==> config.mk <==
export PLATFORM = sky130hd
export DESIGN_NAME = can_bit_timing_and_tx_driver
export DESIGN_NICKNAME = d
export VERILOG_FILES = /design/src/can_btl_pkg.sv /design/src/tx_pin_driver.sv /design/src/can_bit_timing_and_tx_driver.sv
export SDC_FILE = /design/constraint.sdc
export NUM_CORES = 1
export LEC_CHECK = 0
export CORE_ASPECT_RATIO = 0.7
export CORE_UTILIZATION = 35
export CTS_BUF_LIST = sky130_fd_sc_hd__clkbuf_8 sky130_fd_sc_hd__clkbuf_16
export CTS_CLUSTER_DIAMETER = 50
export DETAILED_ROUTE_END_ITERATION = 12
export DONT_BUFFER_PORTS = 1
export GPL_ROUTABILITY_DRIVEN = 0
export PLACE_DENSITY_LB_ADDON = 0.12
export SLEW_MARGIN = 40
export SYNTH_ARGS = -nofsm -noshare
export SYNTH_HDL_FRONTEND = slang
export SYNTH_HIERARCHICAL = 1
export SYNTH_SLANG_ARGS = --single-unit
==> constraint.sdc <==
create_clock -name clk -period 5.5 [get_ports clk]
set_input_delay 1.1 -clock clk [delete_from_list [all_inputs] [get_ports clk]]
set_output_delay 1.1 -clock clk [all_outputs]
set_load 0.005 [all_outputs]
==> src/can_btl_pkg.sv <==
// constants and types shared by the bit timing and transmit driver block
package can_btl_pkg;
  localparam logic [7:0] ADDR_TIMING0   = 8'h06;
  localparam logic [7:0] ADDR_TIMING1   = 8'h07;
  localparam logic [7:0] ADDR_DRV_CTRL  = 8'h08;
  localparam logic [7:0] ADDR_CLOCK_DIV = 8'h1F;
  localparam logic [7:0] ADDR_STATUS    = 8'h40;

  localparam int BRP_LSB     = 0;
  localparam int BRP_W       = 6;
  localparam int SJW_LSB     = 6;
  localparam int SJW_W       = 2;
  localparam int SAM_BIT     = 7;
  localparam int FIRST_TIME_SEGMENT_LSB   = 0;
  localparam int FIRST_TIME_SEGMENT_W     = 4;
  localparam int SECOND_TIME_SEGMENT_LSB   = 4;
  localparam int SECOND_TIME_SEGMENT_W     = 3;
  localparam int REGMODE_BIT = 7;
  localparam int OUTMODE_LSB = 0;
  localparam int PIN_A_LSB   = 2;
  localparam int PIN_B_LSB   = 5;
  localparam int POL_OFS     = 0;
  localparam int LO_OFS      = 1;
  localparam int HI_OFS      = 2;

  localparam logic [7:0] TIMING0_RESET  = 8'h00;
  localparam logic [7:0] TIMING1_RESET  = 8'h00;
  localparam logic [7:0] DRV_CTRL_RESET = 8'h00;
  localparam logic       REGMODE_RESET  = 1'b0;
  localparam logic [7:0] LEGACY_READ    = 8'hFF;
  localparam logic [7:0] UNMAPPED_READ  = 8'h00;

  typedef enum logic [1:0] {
    OUT_BIPHASE = 2'b00,
    OUT_TEST    = 2'b01,
    OUT_NORMAL  = 2'b10,
    OUT_CLOCK   = 2'b11
  } out_mode_t;

  typedef enum logic [1:0] {
    SEG_SYNC   = 2'b00,
    SEG_FIRST  = 2'b01,
    SEG_SECOND = 2'b11
  } seg_state_t;
endpackage

==> src/tx_pin_driver.sv <==
// one transmit pin output stage: driver type and polarity
`timescale 1ns/1ns
module tx_pin_driver (
  input  wire logic clk,
  input  wire logic rstn,
  input  wire logic active,
  input  wire logic data,
  input  wire logic hi_en,
  input  wire logic lo_en,
  input  wire logic pol,
  output logic      pin_out,
  output logic      pin_oe
);
  wire lo_on = lo_en & (data == pol);
  wire hi_on = hi_en & (data != pol);

  always_ff @(posedge clk) begin
    if (!rstn) begin
      pin_out <= 1'b0;
      pin_oe  <= 1'b0;
    end else begin
      pin_out <= hi_on;
      pin_oe  <= active & (lo_on | hi_on);
    end
  end
endmodule

==> src/can_bit_timing_and_tx_driver.sv <==
// bit timing, sampling, configuration registers and transmit output stage
//
// Local design decision: the address-and-strobe port.
`timescale 1ns/1ns
module can_bit_timing_and_tx_driver (
  input  wire logic       clk,
  input  wire logic       rstn,
  input  wire logic [7:0] addr,
  input  wire logic [7:0] wdata,
  input  wire logic       wr,
  input  wire logic       rd,
  output logic      [7:0] rdata,
  input  wire logic       reset_mode,
  input  wire logic       sleep_mode,
  input  wire logic       tx_bit,
  input  wire logic       rx_pin,
  output logic            quantum_tick,
  output logic            bit_start,
  output logic            sample_point,
  output logic            sampled_bit,
  output logic            tx_pin_a_out,
  output logic            tx_pin_a_oe,
  output logic            tx_pin_b_out,
  output logic            tx_pin_b_oe
);
  import can_btl_pkg::*;

  logic [7:0] timing0;
  logic [7:0] timing1;
  logic [7:0] drv_ctrl;
  logic       ext_mode;
  logic [7:0] next_rdata;
  logic [6:0] presc_cnt;
  logic       osc_half;
  logic       rx_s1;
  logic       rx_s2;
  logic       rx_s3;
  logic       rx_level;
  logic       edge_pend;
  logic [1:0] hist;
  seg_state_t state;
  logic [4:0] qcnt;
  logic [4:0] seg1_len;
  logic [4:0] seg2_len;
  logic       resync_done;
  logic       phase;
  logic       test_bit;

  // register port; writes only land in reset mode
  wire reg_wr_ok   = wr & reset_mode;
  wire wr_t0       = reg_wr_ok & (addr == ADDR_TIMING0);
  wire wr_t1       = reg_wr_ok & (addr == ADDR_TIMING1);
  wire wr_drv      = reg_wr_ok & (addr == ADDR_DRV_CTRL);
  wire wr_cd       = reg_wr_ok & (addr == ADDR_CLOCK_DIV);
  wire legacy_hide = ~reset_mode & ~ext_mode;
  wire [7:0] status_word = {4'h0, phase, 2'(state), sampled_bit};

  assign next_rdata =
    (addr == ADDR_TIMING0)   ? (legacy_hide ? LEGACY_READ : timing0) :
    (addr == ADDR_TIMING1)   ? (legacy_hide ? LEGACY_READ : timing1) :
    (addr == ADDR_DRV_CTRL)  ? (legacy_hide ? LEGACY_READ : drv_ctrl) :
    (addr == ADDR_CLOCK_DIV) ? {ext_mode, 7'h00} :
    (addr == ADDR_STATUS)    ? status_word : UNMAPPED_READ;

  always_ff @(posedge clk) begin
    if (!rstn) begin
      timing0  <= TIMING0_RESET;
      timing1  <= TIMING1_RESET;
      drv_ctrl <= DRV_CTRL_RESET;
      ext_mode <= REGMODE_RESET;
      rdata    <= 8'h00;
    end else begin
      if (wr_t0) timing0 <= wdata;
      if (wr_t1) timing1 <= wdata;
      if (wr_drv) drv_ctrl <= wdata;
      if (wr_cd) ext_mode <= wdata[REGMODE_BIT];
      rdata <= rd ? next_rdata : 8'h00;
    end
  end

  // fields
  wire [BRP_W-1:0] prescale = timing0[BRP_LSB +: BRP_W];
  wire [4:0] sjw_q   = {3'h0, timing0[SJW_LSB +: SJW_W]} + 5'h01;
  wire       triple  = timing1[SAM_BIT];
  wire [4:0] first_time_segment_q = {1'b0, timing1[FIRST_TIME_SEGMENT_LSB +: FIRST_TIME_SEGMENT_W]} + 5'h01;
  wire [4:0] second_time_segment_q = {2'h0, timing1[SECOND_TIME_SEGMENT_LSB +: SECOND_TIME_SEGMENT_W]} + 5'h01;
  out_mode_t mode;
  assign mode = out_mode_t'(drv_ctrl[OUTMODE_LSB +: 2]);

  // quantum: counter wraps after 2*(prescale+1) clocks
  wire q_tick = ~reset_mode & (presc_cnt == {prescale, 1'b1});
  assign quantum_tick = q_tick;

  always_ff @(posedge clk) begin
    if (!rstn || reset_mode || q_tick) begin
      presc_cnt <= 7'h00;
    end else begin
      presc_cnt <= presc_cnt + 7'h01;
    end
  end

  // half-rate system tick for test output mode
  always_ff @(posedge clk) begin
    if (!rstn) begin
      osc_half <= 1'b0;
    end else begin
      osc_half <= ~osc_half;
    end
  end

  // receive pin: three stages, level accepted when the last two agree
  wire rx_agree = (rx_s2 == rx_s3);
  wire rx_fall  = rx_agree & ~rx_s3 & rx_level;

  always_ff @(posedge clk) begin
    if (!rstn) begin
      rx_s1    <= 1'b1;
      rx_s2    <= 1'b1;
      rx_s3    <= 1'b1;
      rx_level <= 1'b1;
    end else begin
      rx_s1 <= rx_pin;
      rx_s2 <= rx_s1;
      rx_s3 <= rx_s2;
      if (rx_agree) rx_level <= rx_s3;
    end
  end

  // an edge is held until the next quantum; a new edge beats the clear
  always_ff @(posedge clk) begin
    if (!rstn) begin
      edge_pend <= 1'b0;
    end else if (rx_fall) begin
      edge_pend <= 1'b1;
    end else if (q_tick) begin
      edge_pend <= 1'b0;
    end
  end

  // resync at most once per bit; sync segment edges need no correction
  wire       resync_now = edge_pend & ~resync_done;
  wire [4:0] late_err   = qcnt + 5'h01;
  wire [4:0] late_jump  = (late_err < sjw_q) ? late_err : sjw_q;
  wire       resync_1   = resync_now & (state == SEG_FIRST);
  wire       resync_2   = resync_now & (state == SEG_SECOND);
  wire [4:0] seg1_end   = seg1_len + (resync_1 ? late_jump : 5'h00);
  wire [4:0] seg2_left  = seg2_len - qcnt;
  wire       early_jump = resync_2 & (seg2_left <= sjw_q);
  wire       seg2_done  = (qcnt == seg2_len - 5'h01) | early_jump;
  wire       sample_w   = q_tick & (state == SEG_FIRST) &
                          (qcnt == seg1_end - 5'h01);
  wire       bit_start_w = q_tick & (state == SEG_SECOND) & seg2_done;

  always_ff @(posedge clk) begin
    if (!rstn || reset_mode) begin
      state       <= SEG_SYNC;
      qcnt        <= 5'h00;
      seg1_len    <= 5'h01;
      seg2_len    <= 5'h01;
      resync_done <= 1'b0;
    end else if (q_tick) begin
      case (state)
        SEG_SYNC: begin
          state       <= SEG_FIRST;
          qcnt        <= 5'h00;
          seg1_len    <= first_time_segment_q;
          seg2_len    <= second_time_segment_q;
          resync_done <= 1'b0;
        end
        SEG_FIRST: begin
          seg1_len <= seg1_end;
          if (resync_1) resync_done <= 1'b1;
          if (qcnt == seg1_end - 5'h01) begin
            state <= SEG_SECOND;
            qcnt  <= 5'h00;
          end else begin
            qcnt <= qcnt + 5'h01;
          end
        end
        SEG_SECOND: begin
          if (resync_2) resync_done <= 1'b1;
          if (resync_2 && !early_jump) seg2_len <= seg2_len - sjw_q;
          if (seg2_done) begin
            state <= SEG_SYNC;
            qcnt  <= 5'h00;
          end else begin
            qcnt <= qcnt + 5'h01;
          end
        end
        default: begin
          state <= SEG_SYNC;
          qcnt  <= 5'h00;
        end
      endcase
    end
  end

  // one rx sample per quantum; majority over the last three at the point
  wire majority = (hist[1] & hist[0]) | (hist[1] & rx_level) |
                  (hist[0] & rx_level);
  wire sample_v = triple ? majority : rx_level;

  always_ff @(posedge clk) begin
    if (!rstn) begin
      hist         <= 2'h3;
      sampled_bit  <= 1'b1;
      sample_point <= 1'b0;
      bit_start    <= 1'b0;
    end else begin
      if (q_tick) hist <= {hist[0], rx_level};
      if (sample_w) sampled_bit <= sample_v;
      sample_point <= sample_w;
      bit_start    <= bit_start_w;
    end
  end

  // bi-phase pin choice flips after every dominant bit
  always_ff @(posedge clk) begin
    if (!rstn || reset_mode) begin
      phase <= 1'b0;
    end else if (bit_start_w && !tx_bit) begin
      phase <= ~phase;
    end
  end

  always_ff @(posedge clk) begin
    if (!rstn) begin
      test_bit <= 1'b1;
    end else if (osc_half) begin
      test_bit <= rx_level;
    end
  end

  // per-pin data and activity ahead of the driver stages
  wire transmit_clock   = (state == SEG_SYNC) & ~reset_mode;
  wire dom     = ~tx_bit;
  wire biphase = (mode == OUT_BIPHASE) & ~sleep_mode;
  wire a_data  = sleep_mode           ? 1'b1 :
                 (mode == OUT_TEST)   ? test_bit : tx_bit;
  wire b_data  = sleep_mode           ? 1'b1 :
                 (mode == OUT_TEST)   ? test_bit :
                 (mode == OUT_CLOCK)  ? transmit_clock : tx_bit;
  wire a_act   = ~reset_mode & (~biphase | (dom & ~phase));
  wire b_act   = ~reset_mode & (~biphase | (dom & phase));

  tx_pin_driver u_pin_a (
    .clk     (clk),
    .rstn    (rstn),
    .active  (a_act),
    .data    (a_data),
    .hi_en   (drv_ctrl[PIN_A_LSB + HI_OFS]),
    .lo_en   (drv_ctrl[PIN_A_LSB + LO_OFS]),
    .pol     (drv_ctrl[PIN_A_LSB + POL_OFS]),
    .pin_out (tx_pin_a_out),
    .pin_oe  (tx_pin_a_oe)
  );

  tx_pin_driver u_pin_b (
    .clk     (clk),
    .rstn    (rstn),
    .active  (b_act),
    .data    (b_data),
    .hi_en   (drv_ctrl[PIN_B_LSB + HI_OFS]),
    .lo_en   (drv_ctrl[PIN_B_LSB + LO_OFS]),
    .pol     (drv_ctrl[PIN_B_LSB + POL_OFS]),
    .pin_out (tx_pin_b_out),
    .pin_oe  (tx_pin_b_oe)
  );
endmodule

==> results.cfg, run 1 <==
[routing]
wirelength_um = 11500
route.met3.wl_um = 451
num_vias = 3463
viasPerCell = 5.32
wl_met1_um = 6390
wl_met2_um = 4610
firstDrtPassIters = 5
drc_errors = 0
top_layer = met4
wl_per_cell_um = 17.7
drtIter0Drc = 244
postRouteAntennaNets = 0

[logic_synthesis]
synth-seq-area-share_pct = 35.8
synth_largest_area_cell = dfxtp_1
async_flop_share_pct = 0
synth_area_per_cell_um2 = 8.55
ys_warn_count = 6
synthCells = 491
synthFlopType = dfxtp_1
synthesis.area_um2 = 4200
synth_nets = 542
synth_top_cell_area_share_pct = 35.8
synthDistinctLibCells = 61
synth_edf_count = 0
synth_area_leaders = dfxtp_1, mux2i_1, ha_1
ys_ff_latch = 75

[final_layout]
syn_to_final_growth_pct = 10.2
final_cell_mix = dfxtp_1, nor2_1, nand2_1, o21ai_0, mux2i_1
drive_gt1_share_pct = 6.88
final_common_cell = dfxtp_1
nets = 540
antenna_cells = 0
final_cell_count_no_fill = 651

[clock_network]
cts.sinks = 75
post_cts_buffers = 0
cts_made_buffers = 9
clk-insertion-delay-late_ns = 0.34
cts_hold_buf = 0
cts.root.buffer_cell = clkbuf_16
cts_buffer_depth = 2
clkTransAtPathRegs_ns = 0.06
cts_tree = yes
ctsResizeCount = 0
htree_levels = 3

[die]
ios = 40
die_w_um = 133
core-area_um2 = 11700
rows = 33
die_y_um = 93.6
start_util_pct = 35.9
dieArea_um2 = 12400

[critical_path]
crit_path_start_kind = flop
critPathArrivalTime_ns = 4.62
worstSetupPathType = reg2reg
r2r_setup_slack_ns = 1.08
reg2reg_from = qcnt[0]$_SDFFE_PP0P_
required_ns = 5.70
critPathMaxFanout = 8
r2r-end = qcnt[4]$_SDFFE_PP0P_
end_kind = flop
reg2regPathDepth = 18

[placed_design]
dp_hpwl_um = 8660
port_buffers = 0
placed_cells = 635

[flow_run]
cap_violations = 0

[power]
p_leak_uw = 0.00180
p_total_uw = 1190
p_per_area_nw_per_um2 = 258
vdd.ir_drop.worst_mv = 0.166

[global_route]
grt_max_degree = 31
track_usage_pct = 19.5
grt_pass1_vias = 3259
grt_overflow = 0
grt_pass1_wl_um = 18300
antenna_found_initial = 0

[timing]
relSlewSlack_pct = 41.2
rsz0062_at_grt = false
setup-tns-final_ns = 0
fmax_ghz = 0.226
fin_crit_sh_pct = 80.4
tightestPinTransition_ns = 0.878
period_needed_ns = 4.42
slew_violations = 0
hold_violations = 0
setup_viol = 0
clock_skew_ns = 0.00833

[worst_hold_path]
hold_class = reg2reg
hold_path_end = rx_s2$_SDFF_PN1_
hold_path_depth = 1
hp-start = rx_s1$_SDFF_PN1_

[run_status]
status = completed
-- kinds of logic after synthesis --
family                   after synthesis  synth area share [%]
AO/OA/AOI/OAI                        106                  16.3
AND/OR/NAND/NOR                      177                  20.0
flip-flops                            75                  35.8
multiplexers                          31                  7.39
other                                  1                0.0893
adder cells (fa/ha/maj)               27                  8.58
XOR/XNOR                              38                  7.93
buffers and inverters                 36                  3.96
-- per-layer routing --
metal  vias to the layer above  track usage [%]
li1                       1731                -
met1                      1663             29.6
met2                        61             27.3
met3                         8             4.55
met4                         0             4.02
met5                         -                0
-- stage by stage --
step           setup slack [ns]  area [um2]  hold WS (ns)  util [%]
4_1_cts                    1.13        4630         0.415      39.6
5_1_grt                   0.756        4630         0.444      39.6
2_1_floorplan              1.70        4200         0.386         -
3_5_place_dp               1.13        4330         0.401      37.1
6_report                   1.08        4630         0.414      39.6
3_3_place_gp               1.30        4330         0.397      37.0
-- worst max-delay path by stage --
stage | startpoint | to | slack, ns | cells past startpoint
finish | qcnt[0]$_SDFFE_PP0P_ | qcnt[4]$_SDFFE_PP0P_ | 1.08 | 18
floorplan | qcnt[0]$_SDFFE_PP0P_ | qcnt[4]$_SDFFE_PP0P_ | 1.70 | 18
CTS | qcnt[0]$_SDFFE_PP0P_ | qcnt[4]$_SDFFE_PP0P_ | 1.13 | 18
global placement | qcnt[0]$_SDFFE_PP0P_ | qcnt[4]$_SDFFE_PP0P_ | 1.30 | 18
detailed placement | qcnt[0]$_SDFFE_PP0P_ | qcnt[4]$_SDFFE_PP0P_ | 1.13 | 18
global route | qcnt[0]$_SDFFE_PP0P_ | qcnt[4]$_SDFFE_PP0P_ | 0.76 | 18
-- synth_stat cells, types with 2 or more instances --
cell,number
nor4_1,2
a311oi_1,2
a21oi_1,26
o21ai_0,31
buf_2,2
o311ai_0,2
a32oi_1,2
nor3_1,11
or2_2,2
o211ai_1,4
nor2b_1,5
a211oi_1,3
o31ai_1,2
mux2i_1,31
nand2_2,2
a31oi_1,9
ha_1,24
a21o_1,6
and2_1,2
inv_1,18
nand3_1,17
fa_1,3
nand2b_1,8
buf_6,2
xnor2_1,20
nor2_1,60
dfxtp_1,75
nand4_1,6
and3_1,7
xor2_1,18
or3_1,2
clkbuf_1,11
nand2_1,43
a22oi_1,3
or4_1,3
a211o_1,2
-- worst max-delay path: stages (launching register included) --
cell and delay (ns):
dfxtp_1 0.49, ha_1 0.31, ha_1 0.29, a21boi_0 0.11, o21ai_0 0.16, nand4b_1 0.23
a21oi_1 0.23, nor2_1 0.06, ha_1 0.20, fa_1 0.52, inv_1 0.05, ha_1 0.22
xor2_1 0.17, nor3_1 0.22, a21oi_1 0.06, mux2i_1 0.28, nand4_1 0.31, a32oi_1 0.29
nor2_1 0.05
-- where the power goes --
| group | total, uW | internal, uW | switching, uW |
|---|---|---|---|
| Clock | 586 | 349 | 237 |
| Sequential | 552 | 548 | 4.17 |
| Combinational | 54.8 | 17.9 | 36.9 |
| Total | 1190 | 915 | 278 |
-- state kept, by name (all words and copies together), names as in the netlist, 2 cells and up --
signal     flops
drv_ctrl       8
rdata          8
timing0        8
timing1        8
presc_cnt      7
qcnt           5
seg1_len       5
seg2_len       5
hist           2
state          2
-- final cells by class --
type / instances / area, um2
well taps: 157 / 196
multi-input cells: 380 / 2530
repair buffers: 4 / 30.0
fillers: 1189 / 7060
inverters: 19 / 71.3
flip-flops and latches: 75 / 1500
clock inverters: 7 / 70.1
clock buffers: 9 / 225
Power figures use the tool's default switching activity.
==> run 2, diff against run 1 <==
==> constraint.sdc (replaced) <==
create_clock -name clk -period 4.6 [get_ports clk]
set_input_delay 0.92 -clock clk [delete_from_list [all_inputs] [get_ports clk]]
set_output_delay 0.92 -clock clk [all_outputs]
set_load 0.005 [all_outputs]
==> run 2 against run 1 <==
Combinational power up 24%. Sequential power is 20% higher. Total power increased by 18%. Via count increased by 0.40%. Maximum frequency grew 4.7%. Critical path type unchanged. Cell area rose by 0.89%. Sequential share of layout area fell by 0.29 points. Non-clock buffer count rose by 6. Cell count rose by 0.92%. Register-to-register slack got worse by 0.70 ns. Highest routed layer unchanged. Flip-flop and latch count is the same.
==> results.cfg, run 2 (synthesized netlist as in run 1, its figures left out) <==
[routing]
wirelength_um = 11400
drtIter0Drc = 185
postRouteAntennaNets = 0
viasPerCell = 5.29
firstDrtPassIters = 5
wl_per_cell_um = 17.3
drc_errors = 0
num_vias = 3477

[flow_run]
cap_violations = 0

[power]
switching_share_pct = 24.3
power_frac_comb_pct = 4.8
p_leak_uw = 0.00182
vdd.ir_drop.worst_mv = 0.181
p_per_area_nw_per_um2 = 301
p_clk_share_pct = 48.2
p_seq_share_pct = 47.0
p_int_uw = 1060
switchingPower_uw = 341

[critical_path]
crit_path_start_kind = flop
path_common_cell = ha_1
reg2regPathDepth = 18
critPathMaxStageDelay_ns = 0.52
crit_buf_inv = 2
r2r_setup_slack_ns = 0.38
critPathMaxFanout = 6
worst_path_dominant_cell_family = adder cells
required_ns = 4.84
path_cells = ha_1, ha_1, a21boi_0, o21ai_0, nand4b_1, a21oi_1, nor2_1, ha_1, fa_1, inv_1, ha_1, xor2_1, nor3_1, a21oi_1, mux2i_2, nand4_1, buf_4, nor3_1
end_kind = flop
critical_path.slowest_cell = fa_1
worstSetupPathType = reg2reg
critPathArrivalTime_ns = 4.46
reg2reg_from = qcnt[1]$_SDFFE_PP0P_
r2r-end = sample_point$_SDFF_PN0_

[timing]
slew_violations = 0
fin_ws_ns = 0.378
clock_skew_ns = 0.00624
tightestPinTransition_ns = 0.832
fin_crit_sh_pct = 91.8
setup-tns-final_ns = 0
setup_viol = 0
period_needed_ns = 4.22
hold_violations = 0
relSlewSlack_pct = 44.3
fmax_ghz = 0.237

[clock_network]
cts_tree = yes
cts_hold_buf = 0
htree_levels = 3
cts.root.buffer_cell = clkbuf_16
cts_made_buffers = 9
clkTransAtPathRegs_ns = 0.06
cts_buffer_depth = 2
cts.sinks = 75
clk-insertion-delay-late_ns = 0.33

[final_layout]
final_common_cell = dfxtp_1
final_cell_mix = dfxtp_1, nor2_1, nand2_1, o21ai_0, mux2i_1
syn_to_final_growth_pct = 11.2
final_cell_count_no_fill = 657
nets = 546
fillers = 1174
drive_gt1_share_pct = 8.60
multi_input_area_um2 = 2540
seqCellArea_um2 = 1500
antenna_cells = 0

[placed_design]
placed_cells = 638
port_buffers = 0
dp_hpwl_um = 8550
post-place-ws_ns = 0.322

[global_route]
track_usage_pct = 19.2
antenna_found_initial = 0
grt_max_degree = 31
grt_pass1_vias = 3284
grt_overflow = 0
grt_pass1_wl_um = 18000

[die]
rows = 33
core-area_um2 = 11700
ios = 40
die_w_um = 133
die_y_um = 93.6
start_util_pct = 35.9
dieArea_um2 = 12400

[worst_hold_path]
hp-start = rx_s1$_SDFF_PN1_
hold_path_depth = 1
hold_class = reg2reg
hold_path_end = rx_s2$_SDFF_PN1_

[run_status]
status = completed
-- run 2: power by group through the flow --
stage / registers, uW / logic (uW) / clock network [uW]
2_1_floorplan: 673 / 51.4 / 0
3_3_place_gp: 674 / 64.8 / 0
3_5_place_dp: 674 / 65.1 / 0
4_1_cts: 659 / 65.5 / 693
5_1_grt: 660 / 75.5 / 724
6_report: 660 / 67.7 / 677
-- run 2: layout make-up --
cell class / instances / share of cell area (%)
inverters: 19 / 1.53
repair buffers: 10 / 1.61
multi-input cells: 380 / 54.3
clock inverters: 6 / 1.05
flip-flops and latches: 75 / 32.2
well taps: 157 / 4.21
clock buffers: 10 / 5.12
-- run 2: stage by stage --
step                utilization (%)  hold slack [ns]  cell area, um2  total power, uW
detailed placement             37.3            0.398            4350              739
CTS                            39.7            0.410            4640             1420
global route                   40.0            0.432            4670             1460
floorplan                         -            0.386            4200              724
global placement               37.2            0.397            4350              739
finish                         40.0            0.409            4670             1400
-- run 2: worst reg2reg max path, cell delays in order, from the launching register on --
cell and delay (ns):
dfxtp_1 0.46, ha_1 0.31, ha_1 0.29, a21boi_0 0.12, o21ai_0 0.16, nand4b_1 0.21
a21oi_1 0.20, nor2_1 0.06, ha_1 0.20, fa_1 0.52, inv_1 0.05, ha_1 0.22
xor2_1 0.18, nor3_1 0.19, a21oi_1 0.07, mux2i_2 0.24, nand4_1 0.25, buf_4 0.21
nor3_1 0.18
-- run 2: worst max-delay path by stage --
stage | cells after the start | slack (ns) | startpoint | end
global placement | 19 | 0.45 | timing0[6]$_SDFFE_PN0P_ | qcnt[4]$_SDFFE_PP0P_
floorplan | 18 | 0.80 | qcnt[0]$_SDFFE_PP0P_ | qcnt[4]$_SDFFE_PP0P_
global route | 18 | -0.004 | qcnt[1]$_SDFFE_PP0P_ | state[1]$_SDFFE_PP0P_
CTS | 19 | 0.29 | timing0[6]$_SDFFE_PN0P_ | qcnt[4]$_SDFFE_PP0P_
detailed placement | 19 | 0.32 | timing0[6]$_SDFFE_PN0P_ | qcnt[4]$_SDFFE_PP0P_
finish | 18 | 0.38 | qcnt[1]$_SDFFE_PP0P_ | sample_point$_SDFF_PN0_
-- run 2: what timing repair did --
action                                  in CTS  in global routing
gates resized for setup                      0                  2
endpoints found under the setup margin       0                  7
setup buffers                                0                  3
endpoints found under the hold margin        0                  0
-- run 2: per-layer routing --
layer	up-vias	track usage, %	routed length [um]
li1	1749	-	-
met1	1654	29.3	6240
met2	65	26.4	4520
met3	9	4.55	524
met4	0	4.02	81
met5	-	0	0
